===== config.mk =====
export PLATFORM = sky130hd
export DESIGN_NAME = rhd_root_hub_descriptor
export DESIGN_NICKNAME = d
export VERILOG_FILES = /design/src/inc/rhd_pkg.sv /design/src/logic/rhd_port_power.sv /design/src/logic/rhd_root_hub_descriptor.sv
export SDC_FILE = /design/constraint.sdc
export NUM_CORES = 1
export LEC_CHECK = 0
export BUFFER_PORTS_ARGS = -buffer_cell sky130_fd_sc_hd__buf_2
export CAP_MARGIN = 15
export CORE_UTILIZATION = 40
export CTS_BUF_LIST = sky130_fd_sc_hd__clkbuf_8
export DETAILED_ROUTE_END_ITERATION = 10
export HOLD_SLACK_MARGIN = 0.03
export PLACE_DENSITY_LB_ADDON = 0.25
export SETUP_SLACK_MARGIN = 0.4
export SYNTH_ARGS = -nofsm -noshare
export SYNTH_HDL_FRONTEND = slang
export SYNTH_SLANG_ARGS = --single-unit
export TNS_END_PERCENT = 5

===== constraint.sdc =====
create_clock -name i_mclk -period 3.8 [get_ports i_mclk]
set_input_delay 0.19 -clock i_mclk [delete_from_list [all_inputs] [get_ports i_mclk]]
set_output_delay 0.19 -clock i_mclk [all_outputs]
set_load 0.02 [all_outputs]

===== src/inc/rhd_pkg.sv =====
// Package with register map, field positions and reset values of the root hub descriptor block
package rhd_pkg;

  // Register byte offsets
  localparam logic [3:0] RHD_OFS_DESC_A     = 4'h0;  // First descriptor
  localparam logic [3:0] RHD_OFS_DESC_B     = 4'h4;  // Port power control mask
  localparam logic [3:0] RHD_OFS_POWER_CMD  = 4'h8;  // Power commands, write only
  localparam logic [3:0] RHD_OFS_POWER_STAT = 4'hC;  // Port power state, read only

  // Geometry
  localparam int         RHD_PORTS      = 2;         // Downstream ports
  localparam int         RHD_ADDR_W     = 4;         // Byte address width
  localparam int         RHD_DATA_W     = 32;        // Bus data width
  localparam int         RHD_BE_W       = 4;         // Byte enables

  // First descriptor field positions
  localparam int         RHD_POTPG_LSB  = 24;        // Power good delay, bits 31..24
  localparam int         RHD_POTPG_MSB  = 31;
  localparam int         RHD_NOOC_BIT   = 12;        // No overcurrent protection
  localparam int         RHD_OCM_BIT    = 11;        // Overcurrent mode
  localparam int         RHD_CMPD_BIT   = 10;        // Compound device flag
  localparam int         RHD_NOSW_BIT   = 9;         // No power switching
  localparam int         RHD_SWMODE_BIT = 8;         // Power switching mode
  localparam int         RHD_PCNT_LSB   = 0;         // Port count, bits 1..0
  localparam int         RHD_PCNT_MSB   = 1;

  // Second descriptor mask field, bit 16 reserved, bits 18..17 ports 1..2
  localparam int         RHD_PMASK_LSB  = 17;
  localparam int         RHD_PMASK_MSB  = 18;

  // Power command bit positions
  localparam int         RHD_CMD_GSET   = 0;         // Set global power
  localparam int         RHD_CMD_GCLR   = 1;         // Clear global power
  localparam int         RHD_CMD_PSET   = 9;         // Per-port set, bits 10..9
  localparam int         RHD_CMD_PCLR   = 17;        // Per-port clear, bits 18..17
  localparam int         RHD_STAT_LSB   = 1;         // Port power state, bits 2..1

  // Byte lanes of the fields above
  localparam int         RHD_LANE_TOP   = 3;         // Power good delay
  localparam int         RHD_LANE_MODE  = 1;         // Mode bits 12..8
  localparam int         RHD_LANE_MASK  = 2;         // Mask bits 18..17
  localparam int         RHD_LANE_LOW   = 0;         // Global commands
  localparam int         RHD_LANE_PCLR  = 2;         // Per-port clear
  localparam int         RHD_LANE_PSET  = 1;         // Per-port set

  // Default reset values, implementation specific
  localparam logic [7:0] RHD_RST_POTPG  = 8'h01;
  localparam logic       RHD_RST_NOOC   = 1'h0;
  localparam logic       RHD_RST_NOSW   = 1'h0;
  localparam logic       RHD_RST_SWMODE = 1'h1;
  localparam logic [1:0] RHD_RST_PMASK  = 2'h0;
  localparam logic [1:0] RHD_PCNT_VALUE = 2'h2;      // Port count reported
  localparam logic       RHD_CMPD_VALUE = 1'h0;      // Never compound

  // Bus handshake phase
  typedef enum logic [0:0]
  {
    RHD_PH_IDLE = 1'b0,                              // Waiting or first request cycle
    RHD_PH_ACK  = 1'b1                               // Answer cycle
  } rhd_phase_type;

endpackage


===== src/logic/rhd_port_power.sv =====
// Power state of one root hub port under global and per-port commands
`timescale 1ns/1ps
module rhd_port_power
  import rhd_pkg::*;
(
  input  wire logic i_mclk,          // Controller clock
  input  wire logic i_nrst,          // Synchronous reset, active low
  input  wire logic i_no_switching,  // Ports always powered
  input  wire logic i_per_port_mode, // Individual switching mode
  input  wire logic i_mask,          // Port answers per-port commands only in individual switching mode
  input  wire logic i_global_set,    // Global set pulse
  input  wire logic i_global_clear,  // Global clear pulse
  input  wire logic i_port_set,      // Per-port set pulse
  input  wire logic i_port_clear,    // Per-port clear pulse
  output logic      o_power          // Port powered
);

  logic power;       // Current state
  logic next_power;  // Next state

  // Select command source; set wins over clear when both arrive together
  always_comb
  begin
    next_power = power;
    if (i_no_switching)
    begin
      // Always powered while the controller is powered
      next_power = 1'b1;
    end
    else if (i_per_port_mode && i_mask)
    begin
      // Only per-port commands reach this port
      if (i_port_set)
        next_power = 1'b1;
      else if (i_port_clear)
        next_power = 1'b0;
    end
    else
    begin
      // Ganged mode or unmasked port: global commands only
      if (i_global_set)
        next_power = 1'b1;
      else if (i_global_clear)
        next_power = 1'b0;
    end
  end

  // State register
  always_ff @(posedge i_mclk)
  begin
    if (!i_nrst)
      power <= 1'b0;
    else
      power <= next_power;
  end

  assign o_power = power;

endmodule


===== src/logic/rhd_root_hub_descriptor.sv =====
// Root hub descriptor A and B register bank with Avalon-MM slave and port power control
`timescale 1ns/1ps
module rhd_root_hub_descriptor
  import rhd_pkg::*;
#(
  parameter logic [7:0] RST_POWER_GOOD_DELAY = RHD_RST_POTPG, // Reset delay value
  parameter logic       RST_NO_OC_PROTECT    = RHD_RST_NOOC,   // Reset no-protection
  parameter logic       RST_NO_SWITCHING     = RHD_RST_NOSW,   // Reset always-powered
  parameter logic       RST_SWITCHING_MODE   = RHD_RST_SWMODE, // Reset switching mode
  parameter logic [1:0] RST_POWER_MASK       = RHD_RST_PMASK   // Reset port mask
)
(
  input  wire logic                  i_mclk,                 // Controller clock
  input  wire logic                  i_nrst,                 // Synchronous reset, low
  input  wire logic [RHD_ADDR_W-1:0] i_avs_address,          // Byte address
  input  wire logic                  i_avs_read,             // Read request
  input  wire logic                  i_avs_write,            // Write request
  input  wire logic [RHD_DATA_W-1:0] i_avs_writedata,        // Write data
  input  wire logic [RHD_BE_W-1:0]   i_avs_byteenable,       // Byte lanes
  output logic [RHD_DATA_W-1:0]      o_avs_readdata,         // Read data, registered
  output logic                       o_avs_waitrequest,      // Stall
  output logic [7:0]                 o_power_good_delay,     // Delay in 2 ms units
  output logic                       o_overcurrent_global,   // Collective reporting
  output logic                       o_overcurrent_per_port, // Per-port reporting
  output logic [RHD_PORTS-1:0]       o_port_power            // Port power enables
);

  // Descriptor A state and descriptor B mask
  logic [7:0]            power_good_delay;            // Delay field
  logic                  no_overcurrent_protect;      // No reporting
  logic                  overcurrent_mode;            // Per-port reporting select
  logic                  no_power_switching;          // Always powered
  logic                  power_switching_mode;        // Individual switching
  logic [RHD_PORTS-1:0]  port_power_control_mask;     // Per-port mask
  logic [7:0]            next_power_good_delay;
  logic                  next_no_overcurrent_protect;
  logic                  next_overcurrent_mode;
  logic                  next_no_power_switching;
  logic                  next_power_switching_mode;
  logic [RHD_PORTS-1:0]  next_port_power_control_mask;

  // Decoded overcurrent outputs
  logic                  oc_global;
  logic                  oc_per_port;
  logic                  next_oc_global;
  logic                  next_oc_per_port;

  // Bus state
  rhd_phase_type         phase;                       // Handshake phase
  rhd_phase_type         next_phase;
  logic [RHD_DATA_W-1:0] readdata;                    // Registered answer
  logic [RHD_DATA_W-1:0] next_readdata;
  logic                  request;                     // Read or write present
  logic                  commit;                      // Cycle that completes it
  logic                  write_commit;                // Write takes effect now

  // Command pulses, one cycle, to the port slices
  logic                  global_set;
  logic                  global_clear;
  logic [RHD_PORTS-1:0]  port_set;
  logic [RHD_PORTS-1:0]  port_clear;
  logic [RHD_PORTS-1:0]  port_power;                  // Slice outputs

  // Handshake: one wait cycle, then the answer
  assign request           = i_avs_read | i_avs_write;
  assign commit            = request & (phase == RHD_PH_ACK);
  assign write_commit      = commit & i_avs_write;
  assign o_avs_waitrequest = request & (phase == RHD_PH_IDLE);

  // Next phase and read data
  always_comb
  begin
    next_phase    = RHD_PH_IDLE;
    next_readdata = readdata;
    if (request && (phase == RHD_PH_IDLE))
    begin
      // Capture the answer so it stands on the completing edge
      next_phase    = RHD_PH_ACK;
      next_readdata = '0;
      if (i_avs_read)
      begin
        unique case (i_avs_address)
          RHD_OFS_DESC_A:
          begin
            next_readdata[RHD_POTPG_MSB:RHD_POTPG_LSB] = power_good_delay;
            next_readdata[RHD_NOOC_BIT]   = no_overcurrent_protect;
            next_readdata[RHD_OCM_BIT]    = overcurrent_mode;
            next_readdata[RHD_CMPD_BIT]   = RHD_CMPD_VALUE;
            next_readdata[RHD_NOSW_BIT]   = no_power_switching;
            next_readdata[RHD_SWMODE_BIT] = power_switching_mode;
            next_readdata[RHD_PCNT_MSB:RHD_PCNT_LSB] = RHD_PCNT_VALUE;
          end
          RHD_OFS_DESC_B:
          begin
            // Bit 16 stays zero as reserved
            next_readdata[RHD_PMASK_MSB:RHD_PMASK_LSB] = port_power_control_mask;
          end
          RHD_OFS_POWER_STAT:
          begin
            next_readdata[RHD_STAT_LSB +: RHD_PORTS] = port_power;
          end
          default:
          begin
            // Command register and unmapped offsets read as zero
            next_readdata = '0;
          end
        endcase
      end
    end
  end

  // Bus registers
  always_ff @(posedge i_mclk)
  begin
    if (!i_nrst)
    begin
      phase    <= RHD_PH_IDLE;
      readdata <= '0;
    end
    else
    begin
      phase    <= next_phase;
      readdata <= next_readdata;
    end
  end

  assign o_avs_readdata = readdata;

  // Command pulses decoded from a completing write to the command offset
  always_comb
  begin
    global_set   = 1'b0;
    global_clear = 1'b0;
    port_set     = '0;
    port_clear   = '0;
    if (write_commit && (i_avs_address == RHD_OFS_POWER_CMD))
    begin
      if (i_avs_byteenable[RHD_LANE_LOW])
      begin
        global_set   = i_avs_writedata[RHD_CMD_GSET];
        global_clear = i_avs_writedata[RHD_CMD_GCLR];
      end
      if (i_avs_byteenable[RHD_LANE_PSET])
        port_set   = i_avs_writedata[RHD_CMD_PSET +: RHD_PORTS];
      if (i_avs_byteenable[RHD_LANE_PCLR])
        port_clear = i_avs_writedata[RHD_CMD_PCLR +: RHD_PORTS];
    end
  end

  // Next descriptor values from completing writes
  always_comb
  begin
    next_power_good_delay        = power_good_delay;
    next_no_overcurrent_protect  = no_overcurrent_protect;
    next_overcurrent_mode        = overcurrent_mode;
    next_no_power_switching      = no_power_switching;
    next_power_switching_mode    = power_switching_mode;
    next_port_power_control_mask = port_power_control_mask;
    if (write_commit && (i_avs_address == RHD_OFS_DESC_A))
    begin
      if (i_avs_byteenable[RHD_LANE_TOP])
        next_power_good_delay = i_avs_writedata[RHD_POTPG_MSB:RHD_POTPG_LSB];
      if (i_avs_byteenable[RHD_LANE_MODE])
      begin
        // Compound flag has no storage, so a write cannot change it
        next_no_overcurrent_protect = i_avs_writedata[RHD_NOOC_BIT];
        // Software may clear then set this bit at power-up
        next_overcurrent_mode       = i_avs_writedata[RHD_OCM_BIT];
        next_no_power_switching     = i_avs_writedata[RHD_NOSW_BIT];
        next_power_switching_mode   = i_avs_writedata[RHD_SWMODE_BIT];
      end
      // Port count and reserved bits are not stored
    end
    if (write_commit && (i_avs_address == RHD_OFS_DESC_B))
    begin
      if (i_avs_byteenable[RHD_LANE_MASK])
        next_port_power_control_mask =
          i_avs_writedata[RHD_PMASK_MSB:RHD_PMASK_LSB];
    end
  end

  // Decoded overcurrent reporting; mode bit ignored when protection is absent
  always_comb
  begin
    next_oc_global   = ~next_no_overcurrent_protect & ~next_overcurrent_mode;
    next_oc_per_port = ~next_no_overcurrent_protect &  next_overcurrent_mode;
  end

  // Descriptor registers
  always_ff @(posedge i_mclk)
  begin
    if (!i_nrst)
    begin
      power_good_delay        <= RST_POWER_GOOD_DELAY;
      no_overcurrent_protect  <= RST_NO_OC_PROTECT;
      // Overcurrent mode starts equal to the switching mode
      overcurrent_mode        <= RST_SWITCHING_MODE;
      no_power_switching      <= RST_NO_SWITCHING;
      power_switching_mode    <= RST_SWITCHING_MODE;
      port_power_control_mask <= RST_POWER_MASK;
      oc_global               <= ~RST_NO_OC_PROTECT & ~RST_SWITCHING_MODE;
      oc_per_port             <= ~RST_NO_OC_PROTECT &  RST_SWITCHING_MODE;
    end
    else
    begin
      power_good_delay        <= next_power_good_delay;
      no_overcurrent_protect  <= next_no_overcurrent_protect;
      overcurrent_mode        <= next_overcurrent_mode;
      no_power_switching      <= next_no_power_switching;
      power_switching_mode    <= next_power_switching_mode;
      port_power_control_mask <= next_port_power_control_mask;
      oc_global               <= next_oc_global;
      oc_per_port             <= next_oc_per_port;
    end
  end

  // One power slice per port; mode bits only matter when switching exists
  genvar gi;
  generate
    for (gi = 0; gi < RHD_PORTS; gi++)
    begin : g_port
      rhd_port_power u_power
      (
        .i_mclk          (i_mclk),
        .i_nrst          (i_nrst),
        .i_no_switching  (no_power_switching),
        .i_per_port_mode (power_switching_mode),
        .i_mask          (port_power_control_mask[gi]),
        .i_global_set    (global_set),
        .i_global_clear  (global_clear),
        .i_port_set      (port_set[gi]),
        .i_port_clear    (port_clear[gi]),
        .o_power         (port_power[gi])
      );
    end
  endgenerate

  // Outputs straight from registers
  assign o_power_good_delay     = power_good_delay;
  assign o_overcurrent_global   = oc_global;
  assign o_overcurrent_per_port = oc_per_port;
  assign o_port_power           = port_power;

endmodule


==> results of run 1 <==
[cell type report]
| cell class | instances | area [um^2] |
|---|---|---|
| clock buffers | 7 | 96.3 |
| well taps | 48 | 60.1 |
| fillers | 393 | 1830 |
| multi-input cells | 116 | 702 |
| repair buffers | 57 | 285 |
| flip-flops and latches | 35 | 701 |
| clock inverters | 1 | 3.75 |
| inverters | 3 | 11.3 |
[logic make-up after synthesis]
family	after synthesis	synth area share
buffers and inverters	29	0.127
AND/OR/NAND/NOR	57	0.187
other	1	0.00243
multiplexers	13	0.0843
flip-flops	35	0.454
AO/OA/AOI/OAI	30	0.145
[layer usage]
metal  routed length [um]  part of all wire  track usage  vias to the layer above
li1                     -                 -            -                      652
met1                 1560              0.48        0.211                      595
met2                 1540              0.47        0.282                       38
met3                  160             0.049       0.0446                        2
met4                    4            0.0012       0.0333                        0
met5                    0                 0            0                        -
[sequential cells by signal, summed over array words and instances (netlist names), 2 cells and up]
register and flops:
o_power_good_delay 8, port_power_control_mask 2, g_port.u_power.o_power 2, o_avs_readdata 16
[layout by cell type, fill, tap and decap left out, drive strengths merged, types with 2 or more instances in the layout]
| cell | Yosys | final |
|---|---|---|
| nand3 | 2 | 2 |
| nand2 | 8 | 8 |
| nand4 | 2 | 2 |
| o21ai | 2 | 2 |
| conb | 1 | 16 |
| inv | 3 | 4 |
| buf | 22 | 57 |
| a211oi | 2 | 2 |
| and3 | 3 | 3 |
| nand3b | 2 | 2 |
| dfxtp | 35 | 35 |
| clkbuf | 4 | 7 |
| nor2 | 30 | 30 |
| o311a | 2 | 2 |
| a22oi | 15 | 15 |
| and4 | 2 | 2 |
| mux2i | 13 | 13 |
| a21oi | 3 | 3 |
| a21boi | 2 | 2 |
| and2 | 2 | 2 |
[worst register-to-register path, cell delays in order, from the launching register on]
cell and delay [ns]:
dfxtp_1 0.34, and2b_2 0.23, and2_1 0.32, a221oi_1 0.29
nor2_1 0.06
[worst max path at each step]
stage	endpoint	slack [ns]	cells past startpoint
2_1_floorplan	o_overcurrent_global	2.57	5
3_3_place_gp	no_power_switching	2.26	5
3_5_place_dp	o_avs_readdata[27]	2.26	5
4_1_cts	o_avs_waitrequest	2.35	3
5_1_grt	o_avs_waitrequest	2.27	3
6_report	o_avs_waitrequest	2.36	3
[metrics by stage]
stage	total power [W]	cell area, um^2
after floorplan	0.000426	1600
after global placement	0.000438	1760
after detailed placement	0.000438	1760
after CTS	0.000725	1860
after global routing	0.000746	1860
final	0.000716	1860
[power by group]
group	internal, W	switching (W)	leakage, nW
Sequential	0.000369	0.00000120	0.282
Combinational	0.0000181	0.0000421	0.509
Clock	0.000163	0.000123	0.0557
Total	0.000549	0.000167	0.847
==> metrics.csv, run 1 <==
metric,value,unit
r2r_cells,4,
synth-seq-cells,35,
fin_cells,267,
avgSynthCellArea,9.35,um^2
syn_inst,165,
area_growth,20.5,%
clockBufferDepth,2,
cap_violations,0,
ios,89,
finalSetupViolations,0,
fp.dieW,64.1,um
clockRootBuffer,clkbuf_8,
leakage,0.847,nW
worst-path-buf-inv,2,
first_iter_violations,109,
min_to,o_power_good_delay[0],
core,3690,um^2
powerDensity,385,nW/um^2
worstPathRequired,3.61,ns
via_count,1287,
max_freq,697,MHz
clkTransAtPathRegs,0.07,ns
drive_gt1_frac,0.320,
hpwl,2330,um
synth_cell_types,35,
numCtsBuffers,5,
hold_slack,0.130,ns
cp_top_family,compound AO/OA/AOI/OAI gates,
hold_buffers,0,
antenna_found_initial,0,
dr.pass1.iters,4,
async_flop_share,0,
post-route-min-period,1.44,ns
io_buffers,57,
die_area,4110,um^2
slowest_stage,o21bai_2,
cts_htree_levels,2,
wire_per_inst,12.2,um
floorplan.initialDensity,0.418,
pre_cts_ws,2.26,ns
utilization,0.504,
fin_crit_sh,0.378,
rr_startpoint,phase,
startpoint,phase,
route.detailed.drc,0,
hp-class,in2reg,
fin_ws,2.36,ns
synth_common_cells,"dfxtp_1 (35), nor2_1 (30), buf_4 (19)",
yosys.area.top_type,dfxtp_1,
dpl.cell_count,259,
synth_warnings,0,
grt_overflow,0,
cts_setup_buffers,0,
clock-sinks,35,
status,finished clean,
finalHoldViolCount,0,
grt_pass1_vias,1206,
insertion_delay,0.27,ns
ctsResizeCount,0,
rows,22,
antenna_cells,0,
worst_pin_slew,0.888,ns
nNetsFinal,262,
reg2reg_to,o_avs_readdata[1],
synthDominantCellAreaShare,0.454,
tns,0,ns
rsz0062_at_grt,no,
yosysMostFrequentCell,dfxtp_1,
cts_tree,yes,
hp-start,i_avs_writedata[24],
ys_top_cells_by_area,"dfxtp_1 (45%), buf_4 (9.2%), mux2i_1 (8.4%), a22oi_1 (7.3%), nor2_1 (7.3%)",
yosysSeqAreaShare,0.454,
drv_slew,0,
endpoint_kind,primary output,
dieHeight,64.1,um
crit_type,reg2out,
grt_pass1_wl,5360,um
arrival,1.25,ns
synth-main-ff-cell,dfxtp_1,
crit_fanout,18,
track_usage,0.166,
synth_edf_count,0,
fin_skew,0.000700,ns
vdd_ir_drop_max,0.232,mV
ant_nets,0,
grt_max_degree,30,
routabilityCongestion,0.806,
path_cells,"o21bai_2, inv_1, buf_2",
synth_area,1540,um^2
rrSetupSlack,2.43,ns
max_stage_delay,0.38,ns
totalWireLength,3270,um
max-slew-margin-rel,0.407,
worstSetupStartpointType,register,
hold_depth,3,
viasPerCell,4.82,
(Power assumes the default switching activity.)
==> run 2, diff against run 1 <==
Settings changed: ABC_AREA set to 1.
Clock period 3.8 ns to 1.2 ns, I/O delays scaled along.
==> run 2 against run 1 <==
Flip-flop and latch count is the same. Global-route usage grew 2.3 points. Core utilization increased by 13 points. Combinational power increased to 4.8 times the previous value. Power grew to 3.2 times the previous value. Clock skew up 0.0040 ns. Final cell count grew 26%. Die area rose by 4.4%. Non-clock buffer count up 14. Clock power increased to 2.9 times the previous value. Count of clock-buffer cells in the layout fell by 2.
==> metrics.csv, run 2 <==
metric,value,unit,change
layout_common_cells,"nand2_1 (42), buf_2 (31), nor2_1 (28)",,"was buf_2 (57), dfxtp_1 (35), nor2_1 (30)"
antenna_found_initial,0,,unchanged
dr.pass1.iters,4,,unchanged
hpwl,2610,um,was 2330 um
insertion_delay,0.28,ns,was 0.27 ns
arrival,1.33,ns,was 1.25 ns
crit_type,reg2reg,,was reg2out
grt_overflow,0,,unchanged
io_buffers,57,,unchanged
largest_register_ff_count,16,,unchanged
clock-sinks,35,,unchanged
cts_tree,yes,,unchanged
avgSynthCellArea,7.47,um^2,was 9.35 um^2
area_growth,49.1,%,was 20.5%
max_freq,867,MHz,
yosysMostFrequentCell,nand2_1,,was dfxtp_1
wire_per_inst,11.7,um,was 12.2 um
r2r_cells,9,,was 4
power.total,0.00230,W,was 0.000716 W
vdd_ir_drop_max,0.582,mV,was 0.232 mV
finalSetupViolations,0,,unchanged
fin_area,2400,um^2,was 1860 um^2
rows,22,,unchanged
yosys.area_share.simple,0.309,,was 0.187
drv_slew,0,,unchanged
yosysSeqAreaShare,0.434,,was 0.454
path_cells,"nand2_8, nor2_4, nand3_1, nand2_1, nand2_1, nand2_1, nand2_1, nor2_1, nor2_1",,"was o21bai_2, inv_1, buf_2"
layout_commonest_cell,nand2_1,,was buf_2
synth_edf_count,0,,unchanged
rsz0062_at_grt,yes,,was no
synthAdderAreaFrac,0,,unchanged
track_usage,0.189,,was 0.166
antenna_cells,0,,unchanged
ant_nets,0,,unchanged
synth_area,1610,um^2,was 1540 um^2
hold_depth,3,,unchanged
core,3770,um^2,was 3690 um^2
synth_warnings,0,,unchanged
via_count,1544,,"was 1,287"
synth-seq-cells,35,,unchanged
endpoint,g_port[0].u_power.o_power,,was o_avs_waitrequest
post-route-min-period,1.15,ns,
grt_max_degree,16,,was 30
clkTransAtPathRegs,0.07,ns,about the same
cap_violations,0,,unchanged
hold_slack,0.0189,ns,was 0.130 ns
async_flop_share,0,,unchanged
route.detailed.drc,0,,unchanged
reg2reg_to,g_port[0].u_power.o_power,,was o_avs_readdata[1]
drive_gt1_frac,0.483,,was 0.320
clockBufferDepth,2,,unchanged
utilization,0.638,,was 0.504
rrSetupSlack,0.05,ns,was 2.43 ns
fin_crit_sh,0.961,,
hp-class,in2reg,,unchanged
fin_skew,0.00467,ns,was 0.000700 ns
worstSetupStartpointType,register,,unchanged
synth_top_family_by_area,simple AND/OR/NAND/NOR gates,,unchanged
synth_common_cells,"nand2_1 (49), dfxtp_1 (35), nor2_1 (31)",,"was dfxtp_1 (35), nor2_1 (30), buf_4 (19)"
endpoint_kind,register,,was primary output
numCtsBuffers,5,,unchanged
synthDominantCellAreaShare,0.434,,was 0.454
ys_top_cells_by_area,"dfxtp_1 (43%), nand2_1 (11%), buf_4 (8.4%), nor2_1 (7.2%), a21oi_1 (5.0%)",,"was dfxtp_1 (45%), buf_4 (9.2%), mux2i_1 (8.4%), a22oi_1 (7.3%), nor2_1 (7.3%)"
clockRootBuffer,clkbuf_8,,unchanged
crit_fanout,6,,was 18
syn_inst,216,,was 165
grt_pass1_vias,1396,,"was 1,206"
fin_cells,336,,was 267
worstPathRequired,1.38,ns,was 3.61 ns
crit_path_frequent_cell,nand2_1,,
fp.dieW,65.5,um,was 64.1 um
synth_cell_types,26,,was 35
floorplan.initialDensity,0.428,,was 0.418
routabilityCongestion,0.831,,was 0.806
first_iter_violations,76,,was 109
leakage,1.14,nW,was 0.847 nW
dpl.cell_count,319,,was 259
hp-start,i_avs_writedata[25],,was i_avs_writedata[24]
grt_pass1_wl,6090,um,was 5360 um
status,finished clean,,unchanged
die_area,4290,um^2,was 4110 um^2
nNetsFinal,331,,was 262
totalWireLength,3930,um,was 3270 um
synthXorXnorAreaFrac,0,,unchanged
max_stage_delay,0.39,ns,was 0.38 ns
viasPerCell,4.60,,was 4.82
startpoint,phase,,unchanged
yosys.area.top_type,dfxtp_1,,unchanged
rr_startpoint,phase,,unchanged
slowest_stage,dfxtp_4,,was o21bai_2
dieHeight,65.5,um,was 64.1 um
powerDensity,954,nW/um^2,was 385 nW/um^2
finalHoldViolCount,0,,unchanged
ios,89,,unchanged
place_area,1910,um^2,was 1760 um^2
synth-main-ff-cell,dfxtp_1,,unchanged
synth_compound_area_frac,0.109,,was 0.145
synth_mux_area_frac,0,,was 0.0843
cts_htree_levels,2,,unchanged
-- run 2: final cells by class --
class | count | area, um^2
Multi-Input combinational cell | 154 | 868
Clock buffer | 5 | 68.8
Inverter | 19 | 91.3
Fill cell | 353 | 1370
Clock inverter | 3 | 20.0
Sequential cell | 35 | 733
Tap cell | 48 | 60.1
Timing Repair inverter | 1 | 7.51
Timing Repair Buffer | 71 | 556
-- run 2: routing by layer --
layer,share of wire,GRT usage,wire length [um],vias to the layer above
met5,0,0,0,-
met2,0.50,0.311,1970,54
met1,0.44,0.232,1710,689
met3,0.054,0.0538,210,4
li1,-,-,-,797
met4,0.0087,0.0734,34,0
-- run 2: worst min-delay path by stage --
stage,endpoint,slack [ns]
6_report,o_power_good_delay[1],0.02
5_1_grt,o_power_good_delay[1],0.04
4_1_cts,o_power_good_delay[1],0.03
3_5_place_dp,power_switching_mode,0.27
3_3_place_gp,o_power_good_delay[0],0.27
2_1_floorplan,o_power_good_delay[0],0.17
-- run 2: through the flow --
stage | TNS, ns | worst slack (ns)
6_report | 0 | 0.0465
5_1_grt | -0.0609 | -0.0188
4_1_cts | 0 | 0.0322
3_5_place_dp | 0 | 0.0237
3_3_place_gp | 0 | 0.0298
2_1_floorplan | 0 | 0.0540
-- run 2: logic make-up after synthesis --
kind of cell,count (synthesis)
flip-flops,35
AND/OR/NAND/NOR,106
AO/OA/AOI/OAI,32
buffers and inverters,42
other,1
-- run 2: where the power goes --
group | total, W | switching, W | internal [W]
sequential | 0.00118 | 0.00000987 | 0.00117
clock | 0.000826 | 0.000423 | 0.000403
combinational | 0.000291 | 0.000186 | 0.000105
-- run 2: repair_timing --
action,in CTS,in global routing
cloned,1,0
gates resized for setup,6,116
hold buffers,7,0
setup buffers,1,0
pin swaps,10,33
endpoints found under the setup margin,64,64
hold endpoints to repair,7,0
-- run 2: worst max-delay path, delay by kind of cell (launching register included) --
kind / cells / cell delay (ns)
flip-flops: 1 / 0.39
AND/OR/NAND/NOR: 9 / 0.65
